### config.mk
export PLATFORM = sky130hd
export DESIGN_NAME = dpd_ctrl_flat
export DESIGN_NICKNAME = d
export VERILOG_FILES = /design/src/rtl/dpd_pkg.sv /design/src/rtl/dpd_link_if.sv /design/src/rtl/dpd_ctrl.sv /design/src/flat_wrapper.sv
export VERILOG_INCLUDE_DIRS = /design/src /design/src/rtl
export SDC_FILE = /design/constraint.sdc
export NUM_CORES = 1
export LEC_CHECK = 0
export BUFFER_PORTS_ARGS = -buffer_cell sky130_fd_sc_hd__buf_4
export CORE_ASPECT_RATIO = 1.1
export CORE_MARGIN = 5
export CORE_UTILIZATION = 33
export DETAILED_ROUTE_END_ITERATION = 7
export HOLD_SLACK_MARGIN = 0.02
export PLACE_DENSITY = 0.65
export SKIP_CTS_REPAIR_TIMING = 1
export SYNTH_ARGS = -nofsm -noshare
export SYNTH_HDL_FRONTEND = slang
export SYNTH_SLANG_ARGS = --single-unit
### constraint.sdc
create_clock -name CLK -period 2.4 [get_ports CLK]
set_input_delay 0.72 -clock CLK [delete_from_list [all_inputs] [get_ports CLK]]
set_output_delay 0.72 -clock CLK [all_outputs]
set_load 0.05 [all_outputs]
### src/rtl/dpd_cfg.svh
// Constants for the power-down link: timing counts, register map, fields.
// Assumes CLK at 10 MHz and a link clock made by dividing CLK.
`ifndef DPD_CFG_SVH
`define DPD_CFG_SVH
`define DPD_CLK_NS      100
`define DPD_CK_NS       800
`define DPD_CK_HALF     (`DPD_CK_NS / `DPD_CLK_NS / 2)
`define DPD_CKE_MIN_CK  3
`define DPD_CPDED_CK    4
`define DPD_XP_CK       4
`define DPD_OP_CK       4
`define DPD_BUSY_CK     6
`define DPD_REFI_NS     7800
`define DPD_PD_MAX_REFI 9
`define DPD_PD_MAX_CK   (`DPD_PD_MAX_REFI * `DPD_REFI_NS / `DPD_CK_NS)
`define DPD_CTRL_OFS    8'h00
`define DPD_CMD_OFS     8'h04
`define DPD_STAT_OFS    8'h08
`define DPD_CTRL_PDREQ  0
`define DPD_CTRL_DLLUNL 1
`define DPD_CTRL_ODT    2
`define DPD_CTRL_RST    3
`define DPD_STAT_DLLRST 3
`define DPD_STAT_TMO    4
`define DPD_TMODE_BA    3'h5
`define DPD_BUF_OFF_BIT 5
`define DPD_PARK_LSB    6
`endif

### src/rtl/dpd_pkg.sv
// Types shared by both ends of the power-down link.
// Assumes dpd_cfg.svh for numeric constants.
package dpd_pkg;
  typedef enum logic [3:0] {
    DPD_DES = 4'h0, DPD_ACT = 4'h1, DPD_PRE = 4'h2, DPD_PREA = 4'h3, DPD_REF = 4'h4,
    DPD_RD  = 4'h5, DPD_WR  = 4'h6, DPD_MRS = 4'h7, DPD_ZQ   = 4'h8, DPD_MPA = 4'h9
  } dpd_cmd_t;
  typedef enum logic [1:0] {
    DPD_PD_NONE = 2'h0, DPD_PD_PRE = 2'h1, DPD_PD_ACT = 2'h2, DPD_PD_WAIT = 2'h3
  } dpd_pd_t;
  typedef enum logic [2:0] {
    DPD_D_UP = 3'h0, DPD_D_WAIT = 3'h1, DPD_D_PPD = 3'h2, DPD_D_APD = 3'h3,
    DPD_D_XP = 3'h4, DPD_D_RST = 3'h5
  } dpd_dst_t;
  typedef enum logic [2:0] {
    DPD_C_IDLE = 3'h0, DPD_C_CMD = 3'h1, DPD_C_ENTRY = 3'h2, DPD_C_PD = 3'h3, DPD_C_EXIT = 3'h4
  } dpd_cst_t;
endpackage

### src/rtl/dpd_link_if.sv
// Link between controller and memory power-down logic.
// All signals are driven by the controller; the memory samples them.
`timescale 1ns/1ps
interface dpd_link_if;
  logic       ck;
  logic       cke;
  logic       rst_n;
  logic       termination_control_input;
  logic [3:0] cmd;
  logic [2:0] ba;
  logic [8:0] addr;
  modport ctrl (output ck, output cke, output rst_n, output termination_control_input, output cmd, output ba, output addr);
  modport dram (input ck, input cke, input rst_n, input termination_control_input, input cmd, input ba, input addr);
endinterface

### src/rtl/dpd_ctrl.sv
// Controller end: makes the link clock, sequences commands and power-down.
// Assumes software on AHB-Lite; one slave, single word transfers.
//
// Register access over AHB-Lite and the address map were left to the implementer.
`timescale 1ns/1ps
`include "dpd_cfg.svh"
module dpd_ctrl #(
  parameter int HALF   = `DPD_CK_HALF,
  parameter int CKEMIN = `DPD_CKE_MIN_CK,
  parameter int CPDED  = `DPD_CPDED_CK,
  parameter int XP     = `DPD_XP_CK,
  parameter int BUSY   = `DPD_BUSY_CK,
  parameter int PDMAX  = `DPD_PD_MAX_CK
) (
  input  wire logic        CLK,
  input  wire logic        RSTN,
  input  wire logic        HSEL,
  input  wire logic [31:0] HADDR,
  input  wire logic [1:0]  HTRANS,
  input  wire logic        HWRITE,
  input  wire logic [2:0]  HSIZE,
  input  wire logic [31:0] HWDATA,
  input  wire logic        HREADY,
  output logic      [31:0] HRDATA,
  output logic             HREADYOUT,
  output logic             HRESP,
  dpd_link_if.ctrl         LINK
);
  localparam int ENTRY_CK = (CPDED > CKEMIN) ? CPDED : CKEMIN;
  localparam int EXIT_CK  = (XP > CKEMIN) ? XP : CKEMIN;

  logic [3:0]  ctrl_reg;
  logic [16:0] cmdw_reg;
  logic        pend_reg;
  logic        dllrst_reg;
  logic        tmo_reg;
  logic        unl_reg;
  logic        dph_reg;
  logic        wr_reg;
  logic [7:0]  adr_reg;
  dpd_pkg::dpd_cst_t st_reg;
  logic [7:0]  cnt_reg;
  logic [7:0]  busy_reg;
  logic [7:0]  div_reg;
  logic        ck_reg;
  logic        cke_reg;
  logic        rstn_reg;
  logic        odt_reg;
  logic [3:0]  cmd_reg;
  logic [2:0]  ba_reg;
  logic [8:0]  addr_reg;

  wire        fall    = ck_reg && div_reg == 8'(HALF - 1);
  wire        a_take  = HSEL && HTRANS[1] && HREADY;
  wire        w_ctrl  = dph_reg && wr_reg && adr_reg == `DPD_CTRL_OFS;
  wire        w_cmd   = dph_reg && wr_reg && adr_reg == `DPD_CMD_OFS;
  wire        w_stat  = dph_reg && wr_reg && adr_reg == `DPD_STAT_OFS;
  wire        in_pd   = st_reg == dpd_pkg::DPD_C_ENTRY || st_reg == dpd_pkg::DPD_C_PD;
  wire [3:0]  pop     = cmdw_reg[3:0];
  wire        long_op = pop == dpd_pkg::DPD_RD || pop == dpd_pkg::DPD_WR || pop == dpd_pkg::DPD_MRS ||
                        pop == dpd_pkg::DPD_ZQ || pop == dpd_pkg::DPD_MPA;
  // Link reset is frozen in power-down, so it must already be high and not requested low
  wire        can_pd  = ctrl_reg[`DPD_CTRL_PDREQ] && !tmo_reg && busy_reg == 8'h00 && !pend_reg &&
                        rstn_reg && !ctrl_reg[`DPD_CTRL_RST];
  wire        pd_end  = !ctrl_reg[`DPD_CTRL_PDREQ] || cnt_reg >= 8'(PDMAX - 1);
  wire [31:0] stat    = {24'h0, st_reg, tmo_reg, dllrst_reg, busy_reg != 8'h00, pend_reg, in_pd};
  wire [31:0] rd_mux  = (adr_reg == `DPD_CTRL_OFS) ? {28'h0, ctrl_reg} :
                        (adr_reg == `DPD_CMD_OFS)  ? {15'h0, cmdw_reg} :
                        (adr_reg == `DPD_STAT_OFS) ? stat : 32'h0;

  assign LINK.ck    = ck_reg;
  assign LINK.cke   = cke_reg;
  assign LINK.rst_n = rstn_reg;
  assign LINK.termination_control_input   = odt_reg;
  assign LINK.cmd   = cmd_reg;
  assign LINK.ba    = ba_reg;
  assign LINK.addr  = addr_reg;

  // Bus slave: one wait state so read data leaves a flip-flop
  always_ff @(posedge CLK) begin
    if (!RSTN) begin
      dph_reg   <= 1'b0;
      wr_reg    <= 1'b0;
      adr_reg   <= 8'h00;
      HRDATA    <= 32'h0;
      HREADYOUT <= 1'b1;
      HRESP     <= 1'b0;
    end else if (dph_reg) begin
      dph_reg   <= 1'b0;
      HRDATA    <= wr_reg ? 32'h0 : rd_mux;
      HREADYOUT <= 1'b1;
    end else if (a_take) begin
      dph_reg   <= 1'b1;
      wr_reg    <= HWRITE;
      adr_reg   <= HADDR[7:0];
      HREADYOUT <= 1'b0;
    end
  end

  // Software registers; hardware sets win over software clears
  always_ff @(posedge CLK) begin
    if (!RSTN) begin
      ctrl_reg <= 4'h0;
      cmdw_reg <= 17'h0;
      pend_reg <= 1'b0;
    end else begin
      if (w_ctrl) ctrl_reg <= HWDATA[3:0];
      if (w_cmd && !pend_reg) begin
        cmdw_reg <= HWDATA[16:0];
        pend_reg <= HWDATA[3:0] != dpd_pkg::DPD_DES;
      end else if (fall && st_reg == dpd_pkg::DPD_C_IDLE && pend_reg && busy_reg == 8'h00 &&
                   !can_pd) begin
        pend_reg <= 1'b0;
      end
    end
  end

  // Link clock divider
  always_ff @(posedge CLK) begin
    if (!RSTN) begin
      div_reg <= 8'h00;
      ck_reg  <= 1'b0;
    end else if (div_reg == 8'(HALF - 1)) begin
      div_reg <= 8'h00;
      ck_reg  <= !ck_reg;
    end else begin
      div_reg <= div_reg + 8'h01;
    end
  end

  // Link sequencer; every link signal changes on the falling link clock edge
  always_ff @(posedge CLK) begin
    if (!RSTN) begin
      st_reg     <= dpd_pkg::DPD_C_IDLE;
      cnt_reg    <= 8'h00;
      busy_reg   <= 8'h00;
      cke_reg    <= 1'b1;
      rstn_reg   <= 1'b0;
      odt_reg    <= 1'b0;
      cmd_reg    <= dpd_pkg::DPD_DES;
      ba_reg     <= 3'h0;
      addr_reg   <= 9'h000;
      unl_reg    <= 1'b0;
      dllrst_reg <= 1'b0;
      tmo_reg    <= 1'b0;
    end else begin
      if (w_stat && HWDATA[`DPD_STAT_DLLRST]) dllrst_reg <= 1'b0;
      if (w_stat && HWDATA[`DPD_STAT_TMO]) tmo_reg <= 1'b0;
      if (fall) begin
        // Termination input always driven valid, including during power-down
        odt_reg <= ctrl_reg[`DPD_CTRL_ODT];
        // Reset is only released or asserted outside power-down
        if (!in_pd) rstn_reg <= !ctrl_reg[`DPD_CTRL_RST];
        if (busy_reg != 8'h00) busy_reg <= busy_reg - 8'h01;
        unique case (st_reg)
          dpd_pkg::DPD_C_IDLE: begin
            if (can_pd) begin
              st_reg  <= dpd_pkg::DPD_C_ENTRY;
              cke_reg <= 1'b0;
              cmd_reg <= dpd_pkg::DPD_DES;
              cnt_reg <= 8'(ENTRY_CK - 1);
              unl_reg <= ctrl_reg[`DPD_CTRL_DLLUNL];
            end else if (pend_reg && busy_reg == 8'h00) begin
              st_reg   <= dpd_pkg::DPD_C_CMD;
              cmd_reg  <= pop;
              ba_reg   <= cmdw_reg[6:4];
              addr_reg <= cmdw_reg[16:8];
              if (long_op) busy_reg <= 8'(BUSY);
            end
          end
          dpd_pkg::DPD_C_CMD: begin
            st_reg  <= dpd_pkg::DPD_C_IDLE;
            cmd_reg <= dpd_pkg::DPD_DES;
          end
          dpd_pkg::DPD_C_ENTRY: begin
            // Deselect and low enable held for window and minimum pulse
            cnt_reg <= cnt_reg - 8'h01;
            if (cnt_reg == 8'h00) begin
              st_reg  <= dpd_pkg::DPD_C_PD;
              cnt_reg <= 8'(ENTRY_CK);
            end
          end
          dpd_pkg::DPD_C_PD: begin
            cnt_reg <= cnt_reg + 8'h01;
            if (pd_end) begin
              st_reg  <= dpd_pkg::DPD_C_EXIT;
              cke_reg <= 1'b1;
              cmd_reg <= dpd_pkg::DPD_DES;
              cnt_reg <= 8'(EXIT_CK - 1);
              if (ctrl_reg[`DPD_CTRL_PDREQ]) tmo_reg <= 1'b1;
              if (unl_reg) dllrst_reg <= 1'b1;
            end
          end
          dpd_pkg::DPD_C_EXIT: begin
            // No command until exit delay and high pulse have both run
            cnt_reg <= cnt_reg - 8'h01;
            if (cnt_reg == 8'h00) st_reg <= dpd_pkg::DPD_C_IDLE;
          end
          default: st_reg <= dpd_pkg::DPD_C_IDLE;
        endcase
      end
    end
  end
endmodule // dpd_ctrl

### src/flat_wrapper.sv
// flat-port wrapper written by rule: the top's interface ports become plain ports
module dpd_ctrl_flat 
#(
  parameter int HALF   = `DPD_CK_HALF,
  parameter int CKEMIN = `DPD_CKE_MIN_CK,
  parameter int CPDED  = `DPD_CPDED_CK,
  parameter int XP     = `DPD_XP_CK,
  parameter int BUSY   = `DPD_BUSY_CK,
  parameter int PDMAX  = `DPD_PD_MAX_CK
)
  (CLK, RSTN, HSEL, HADDR, HTRANS, HWRITE, HSIZE, HWDATA, HREADY, HRDATA, HREADYOUT, HRESP, LINK_ck, LINK_cke, LINK_rst_n, LINK_termination_control_input, LINK_cmd, LINK_ba, LINK_addr);
  dpd_link_if LINK_i ();
  input  wire logic CLK;
  input  wire logic RSTN;
  input  wire logic HSEL;
  input  wire logic [31:0] HADDR;
  input  wire logic [1:0] HTRANS;
  input  wire logic HWRITE;
  input  wire logic [2:0] HSIZE;
  input  wire logic [31:0] HWDATA;
  input  wire logic HREADY;
  output logic      [31:0] HRDATA;
  output logic HREADYOUT;
  output logic HRESP;
  output wire logic [$bits(LINK_i.ck)-1:0] LINK_ck;
  output wire logic [$bits(LINK_i.cke)-1:0] LINK_cke;
  output wire logic [$bits(LINK_i.rst_n)-1:0] LINK_rst_n;
  output wire logic [$bits(LINK_i.termination_control_input)-1:0] LINK_termination_control_input;
  output wire logic [$bits(LINK_i.cmd)-1:0] LINK_cmd;
  output wire logic [$bits(LINK_i.ba)-1:0] LINK_ba;
  output wire logic [$bits(LINK_i.addr)-1:0] LINK_addr;
  assign LINK_ck = LINK_i.ck;
  assign LINK_cke = LINK_i.cke;
  assign LINK_rst_n = LINK_i.rst_n;
  assign LINK_termination_control_input = LINK_i.termination_control_input;
  assign LINK_cmd = LINK_i.cmd;
  assign LINK_ba = LINK_i.ba;
  assign LINK_addr = LINK_i.addr;
  dpd_ctrl #(.HALF(HALF), .CKEMIN(CKEMIN), .CPDED(CPDED), .XP(XP), .BUSY(BUSY), .PDMAX(PDMAX)) u_core (.CLK(CLK), .RSTN(RSTN), .HSEL(HSEL), .HADDR(HADDR), .HTRANS(HTRANS), .HWRITE(HWRITE), .HSIZE(HSIZE), .HWDATA(HWDATA), .HREADY(HREADY), .HRDATA(HRDATA), .HREADYOUT(HREADYOUT), .HRESP(HRESP), .LINK(LINK_i));
endmodule
==> results by group, run 1 <==
Die
  – Horiz. Die Dim: about 120 um
  – Chip Height: 134.1 um
  – Core ar.: 13,790 um2
  – # IOs: 128
  – Row count: 45
  – Die area: 16,480 um2
  – Initial Util: 0.3351

Layout
  – Most common cell after layout, fill and taps aside: dfxtp_1
  – Share of cells above drive strength 1: 0.1851
  – Most frequent cells in the layout: dfxtp_1 (100), buf_4 (91), nand2_1 (82)
  – Sequential cell area: 2002 um2
  – Total of fill cells in the finished design: ~1,400
  – Ant. Diodes: 0
  – Nets: approximately 690
  – Area grow syn2layout: 22.28%
  – Area occupied by multi-input gates: between 2000 and 2500 um2
  – Final core occ: 0.4097

Placement
  – Final HPWL DP: 8771 um
  – Placer Congestion: roughly 0.87
  – Setup WS pre-CTS: 0.2097 ns
  – PortBufs: 68

Critical path
  – Worst EP arrival: 2.49 ns
  – Crit start category: flop
  – R2R Setup Slk: about 0.16 ns
  – Slowest cell on the critical path: dfxtp_1
  – Req. time, crit path: 2.65 ns
  – Worst path buffer plus inverter count: 1
  – Worst path top cell family by delay: compound AO/OA/AOI/OAI gates
  – Critical path fanouts, max: 7
  – CP max stage delay: 0.42 ns
  – Critical path type: reg2reg
  – Crit-path cells: inv_1 > ha_1 > o21ai_0 > a32o_1 > nand2_1 > o31a_1 > o32ai_1
  – Reg2Reg Depth: 7
  – R2r startpoint: u_core.cnt_reg[0]$_SDFFE_PN0P_
  – FF-to-FF End: u_core.cnt_reg[6]$_SDFFE_PN0P_
  – Worst Setup End Kind: flop

Global route
  – Vias in the first global route: around 4,000
  – GRT Total Usage: 0.1450
  – Initial antenna violation count: 0
  – Largest net degree at the start of global routing: 26
  – First-pass GRT wire length: 19,550 um
  – Gr ovfl total: 0

Yosys
  – Mapped Area: between 4000 and 5000 um2
  – Most used DFF post-synth: dfxtp_1
  – Mean Syn Cell Area: 8.575 um2
  – Number of synthesized flops with an enable pin: 0
  – Synth unique cells: slightly below 70
  – Synth Instances: 539
  – Synthesized flop and latch total: 100
  – Seq/Total Area, Yosys: 0.4331
  – YS warnings: 0
  – Async SR Flop Fraction: 0

CTS
  – Root Buffer Master: clkbuf_16
  – Clk_lat worst skew: about 0.35 ns
  – H-tree Lvls: 3
  – Total CTS buffers: 9
  – Clk sinks: 100
  – Clock Path Buffers: 2
  – Clk slew on worst S/H paths: around 0.070 ns
  – TritonCTS clock tree: built

Timing
  – Slew HR: 0.5423
  – TNS Setup: 0 ns
  – Final Skew: 0.007530 ns
  – Fmax: 447.3 MHz
  – Final Cycle Share: 0.9316
  – Period minus WS final: 2.236 ns
  – # setup viols final: 0
  – Final Max Slew Viols: 0
  – Final hold violation count: 0
  – Worst hold slack: 0.4415 ns
  – RSZ-0062 raised after global routing: false
  – Worst slew pin tran: 0.6759 ns
  – Final setup margin: 0.1643 ns

Route
  – Via count: 4,067
  – Routed Antenna Nets: 0
  – WL/cell: ~15 um
  – Vias per cell: 5.058
  – DR iter-0 viols: about 340
  – DRT Pass-1 Iters: 5
  – WL final: 11,780 um
  – Post-route DRC: 0

Power
  – P_leak: about 0.0023 uW
  – PwrDens: 594.3 nW/um2
  – Max rail drop VDD: around 0.42 mV

Hold path
  – Hold path cells: 2
  – Hold endpoint: u_core.HRDATA[2]$_SDFFE_PN0P_
  – Hold WC Path Type: reg2reg
  – Min-delay src: u_core.HRDATA[2]$_SDFFE_PN0P_

Flow run
  – # Max-Cap Violations: 0

Status
  – Outcome: finished, final reports clean
## layer usage
layer  global-route usage  part of all wire  vias to the layer above  wire length, um
met4              0.04356             0.019                        0              223
met3              0.04091             0.059                       23              695
li1                     -                 -                     2016                -
met2               0.2385              0.48                      139             5706
met5                    0                 0                        -                0
met1               0.1839              0.44                     1889             5149
## per-stage QoR
stage	area, um2	cells	power (uW)
6_report	5652	804	3359
5_1_grt	5652	804	3478
4_1_cts	5652	804	3385
3_5_place_dp	5358	788	1969
3_3_place_gp	5358	788	1965
2_1_floorplan	4678	554	1909
## worst register-to-register path, cell delays in order, from the launching register on
cell and delay, ns:
dfxtp_1 0.42, inv_1 0.15, ha_1 0.23, o21ai_0 0.28, a32o_1 0.36, nand2_1 0.17, o31a_1 0.26, o32ai_1 0.27
## where the power goes
group / internal, uW / leakage, uW / total [uW] / switching, uW
sequential: 1680 / 0.000807 / 1700 / 20.0
combinational: 80.2 / 0.00133 / 236 / 156
clock: 731 / 0.000143 / 1430 / 697
total: 2490 / 0.00228 / 3360 / 873
## worst max-delay path by stage
stage,from,to,slack [ns],cells after the start
after floorplan,u_core.adr_reg[0]$_SDFFE_PN0P_,u_core.ctrl_reg[0]$_SDFFE_PN0P_,0.31,7
after global placement,u_core.cnt_reg[0]$_SDFFE_PN0P_,u_core.cnt_reg[6]$_SDFFE_PN0P_,0.29,7
after detailed placement,u_core.cnt_reg[0]$_SDFFE_PN0P_,u_core.cnt_reg[6]$_SDFFE_PN0P_,0.21,7
after CTS,u_core.cnt_reg[0]$_SDFFE_PN0P_,u_core.cnt_reg[6]$_SDFFE_PN0P_,0.20,7
after global routing,u_core.cnt_reg[5]$_SDFFE_PN0P_,u_core.st_reg[1]$_SDFFE_PN0P_,0.03,5
final,u_core.cnt_reg[0]$_SDFFE_PN0P_,u_core.cnt_reg[6]$_SDFFE_PN0P_,0.16,7
## cells in the mapped netlist, drive strengths merged, types with 2 or more instances
cell | count | share of area
a21oi | 38 | 0.041
a222oi | 4 | 0.0087
a22o | 10 | 0.019
and2 | 3 | 0.0041
and3 | 10 | 0.014
and4 | 2 | 0.0038
and4b | 3 | 0.0065
buf | 26 | 0.040
clkbuf | 20 | 0.016
dfxtp | 100 | 0.43
ha | 7 | 0.019
inv | 15 | 0.012
mux2i | 27 | 0.058
nand2 | 82 | 0.067
nand2b | 8 | 0.011
nand3 | 14 | 0.015
nand4 | 6 | 0.0081
nand4b | 2 | 0.0038
nor2 | 58 | 0.047
nor2b | 5 | 0.0068
nor3 | 5 | 0.0054
nor3b | 7 | 0.011
nor4 | 7 | 0.0095
nor4b | 2 | 0.0038
o2111ai | 3 | 0.0057
o211a | 2 | 0.0043
o211ai | 2 | 0.0032
o21ai | 15 | 0.016
o221ai | 2 | 0.0038
o22ai | 3 | 0.0041
o311ai | 3 | 0.0057
o31a | 2 | 0.0038
o32ai | 2 | 0.0038
or4 | 2 | 0.0041
xnor2 | 10 | 0.019
xor2 | 7 | 0.013
## final cells by class
type                    count  share of cell area
multi-input cells         393              0.4178
flip-flops and latches    100              0.3542
repair buffers             92              0.1244
well taps                 188             0.04162
clock buffers               9             0.03985
clock inverters             7             0.01218
inverters                  15            0.009962
## cell families after synthesis
| family | share of synthesized area |
|---|---|
| AO/OA/AOI/OAI | 0.1532 |
| other | 0.0008113 |
| flip-flops | 0.4331 |
| adder cells (fa/ha/maj) | 0.01895 |
| multiplexers | 0.06091 |
| AND/OR/NAND/NOR | 0.2325 |
| buffers and inverters | 0.06822 |
| XOR/XNOR | 0.03221 |
Note: power is estimated with default switching activity, not from simulation.
==> run 2, diff against run 1 <==
- CORE_ASPECT_RATIO: 1.1 -> not set
- CORE_UTILIZATION: 33 -> 52
- CTS_CLUSTER_DIAMETER: not set -> 120
- PLACE_DENSITY: 0.65 -> 0.89
==> run 2 against run 1 <==
Worst setup slack better by 0.011 ns. Cell area fell by 4.1%. First-iteration DRC count fell by 9.4%. Non-clock buffer count fell by 4. Worst hold slack better by 0.0088 ns. Largest cell class unchanged. Clock power is 27% lower. Sequential power is essentially flat.
==> results by group, run 2 (synthesized netlist as in run 1, its figures left out) <==
Global route
  – Initial antenna violation count: 0 (unchanged)
  – GRT Total Usage: 0.2088 (+0.06377)
  – Vias in the first global route: 4,081 (+1.8%)
  – Largest net degree at the start of global routing: 40 (+54%)
  – First-pass GRT wire length: 19,260 um (-1.5%)
  – Gr ovfl total: 0 (unchanged)

Route
  – DR iter-0 viols: 310 (-9.4%)
  – Routed Antenna Nets: 0 (unchanged)
  – Post-route DRC: 0 (unchanged)
  – DRT Pass-1 Iters: 6 (+1)
  – WL final: 11,440 um (-2.9%)
  – Via count: 4,158 (+2.2%)
  – Vias per cell: 5.775 (+14%)
  – WL/cell: 15.88 um (+8.5%)

Power
  – PwrDens: 546.8 nW/um2 (-8.0%)
  – Max rail drop VDD: 0.4681 mV (+12%)
  – Clock share of power: 0.350 (-0.075)
  – Psw: 807.2 uW (-7.5%)
  – Internal: 2156 uW (-13%)
  – Switching Share: 0.2724 (+0.01250)
  – Share of total power in combinational logic: 0.078 (+0.008)
  – P_leak: 0.002219 uW (-2.5%)
  – Design Power: 2964 uW (-12%)
  – Seq pwr share: 0.572 (+0.067)

Critical path
  – Crit start category: flop
  – Worst Setup End Kind: flop
  – Req. time, crit path: 2.72 ns (+0.07 ns)
  – Critical path type: reg2reg
  – Worst EP arrival: 2.54 ns (+0.05 ns)
  – Critical path fanouts, max: 9 (+2)

Die
  – Die area: 10,870 um2 (-34%)
  – Chip Height: 104.3 um (-22%)
  – Initial Util: 0.5326 (+0.1975)
  – Row count: 34 (-24%)
  – Horiz. Die Dim: 104.3 um (-15%)
  – # IOs: 128 (unchanged)
  – Core ar.: 8678 um2 (-37%)

Timing
  – Final Max Slew Viols: 0 (unchanged)
  – # setup viols final: 0 (unchanged)
  – Worst slew pin tran: 0.5356 ns (-0.1403 ns)
  – Final Cycle Share: 0.9269 (-0.004704)
  – Fmax: 449.6 MHz (+0.51%)
  – Period minus WS final: 2.224 ns (-0.01129 ns)
  – Final hold violation count: 0 (unchanged)
  – Slew HR: 0.6397 (+0.09735)
  – TNS Setup: 0 ns (unchanged)
  – Final Skew: 0.01155 ns (+0.004018 ns)
  – RSZ-0062 raised after global routing: false

Placement
  – Placer Congestion: 0.8930 (+2.7%)
  – Final HPWL DP: 8394 um (-4.3%)
  – PortBufs: 68 (unchanged)

Flow run
  – # Max-Cap Violations: 0 (unchanged)

CTS
  – TritonCTS clock tree: built
  – Total CTS buffers: 9 (unchanged)
  – Clk_lat worst skew: 0.37 ns (+0.02 ns)
  – Clk slew on worst S/H paths: 0.10 ns (+0.03 ns)
  – Root Buffer Master: clkbuf_8
  – Clk sinks: 100 (unchanged)
  – H-tree Lvls: 3 (unchanged)
  – Clock Path Buffers: 2 (unchanged)

Layout
  – Total of fill cells in the finished design: 727 (-48%)
  – Nets: 688 (-0.58%)
  – Most common cell after layout, fill and taps aside: dfxtp_1
  – Ant. Diodes: 0 (unchanged)
  – Area grow syn2layout: 17.27%
  – Share of cells above drive strength 1: 0.1814 (-0.003692)
  – Most frequent cells in the layout: dfxtp_1 (100), buf_4 (87), nand2_1 (82)

Status
  – Outcome: finished, final reports clean

Hold path
  – Hold WC Path Type: reg2reg
[run 2: cell types whose count changed in the layout (fill, tap and decap cells not counted), sizes merged]
cell      previous run  this run
buf                 92        88
inv                 18        19
clkinvlp             1         0
[run 2: layout make-up]
type / instances / area (um2) / share of cell area
Clock inverter: 7 / 67.56 / 0.01247
Clock buffer: 9 / 123.9 / 0.02285
Inverter: 15 / 56.30 / 0.01039
Timing Repair Buffer: 88 / 673.1 / 0.1242
Multi-Input combinational cell: 393 / 2362 / 0.4358
Tap cell: 108 / 135.1 / 0.02493
Sequential cell: 100 / 2002 / 0.3693
[run 2: per-layer routing]
layer  share of wire  GRT usage
met5               0          0
met3           0.068    0.04655
met2            0.50     0.3561
met1            0.41     0.2580
met4           0.020    0.07308
[run 2: power by group through the flow]
stage | registers (uW) | logic, uW | clock network [uW]
after CTS | 1690 | 229 | 1050
after detailed placement | 1730 | 228 | 0
final | 1700 | 230 | 1040
after global placement | 1730 | 222 | 0
after floorplan | 1740 | 172 | 0
after global routing | 1700 | 248 | 1130
[run 2: through the flow]
| step | utilization | hold WS (ns) | area [um2] | worst slack (ns) | cells |
|---|---|---|---|---|---|
| detailed placement | 0.6024 | 0.4341 | 5228 | 0.2139 | 704 |
| floorplan | - | 0.4132 | 4678 | 0.3107 | 554 |
| global route | 0.6246 | 0.4732 | 5420 | 0.009912 | 720 |
| global placement | 0.6024 | 0.4244 | 5228 | 0.2358 | 704 |
| CTS | 0.6244 | 0.4519 | 5419 | 0.1660 | 720 |
| finish | 0.6246 | 0.4503 | 5420 | 0.1756 | 720 |
[run 2: final timing paths]
kind | start | end | slack (ns) | cells after the start
max reg2reg | u_core.adr_reg[0]$_SDFFE_PN0P_ | u_core.HRDATA[9]$_SDFFE_PN0P_ | 0.18 | 5
max | u_core.adr_reg[0]$_SDFFE_PN0P_ | u_core.HRDATA[9]$_SDFFE_PN0P_ | 0.18 | 5
min | u_core.HRDATA[2]$_SDFFE_PN0P_ | u_core.HRDATA[2]$_SDFFE_PN0P_ | 0.45 | 2
min reg2reg | u_core.HRDATA[2]$_SDFFE_PN0P_ | u_core.HRDATA[2]$_SDFFE_PN0P_ | 0.45 | 2
[run 2: worst max-delay path, stage by stage (launching register included)]
cell and delay, ns:
dfxtp_1 0.33, or4_4 0.54, nor3_1 0.38, and4b_1 0.37, and2_1 0.38, a22o_1 0.19
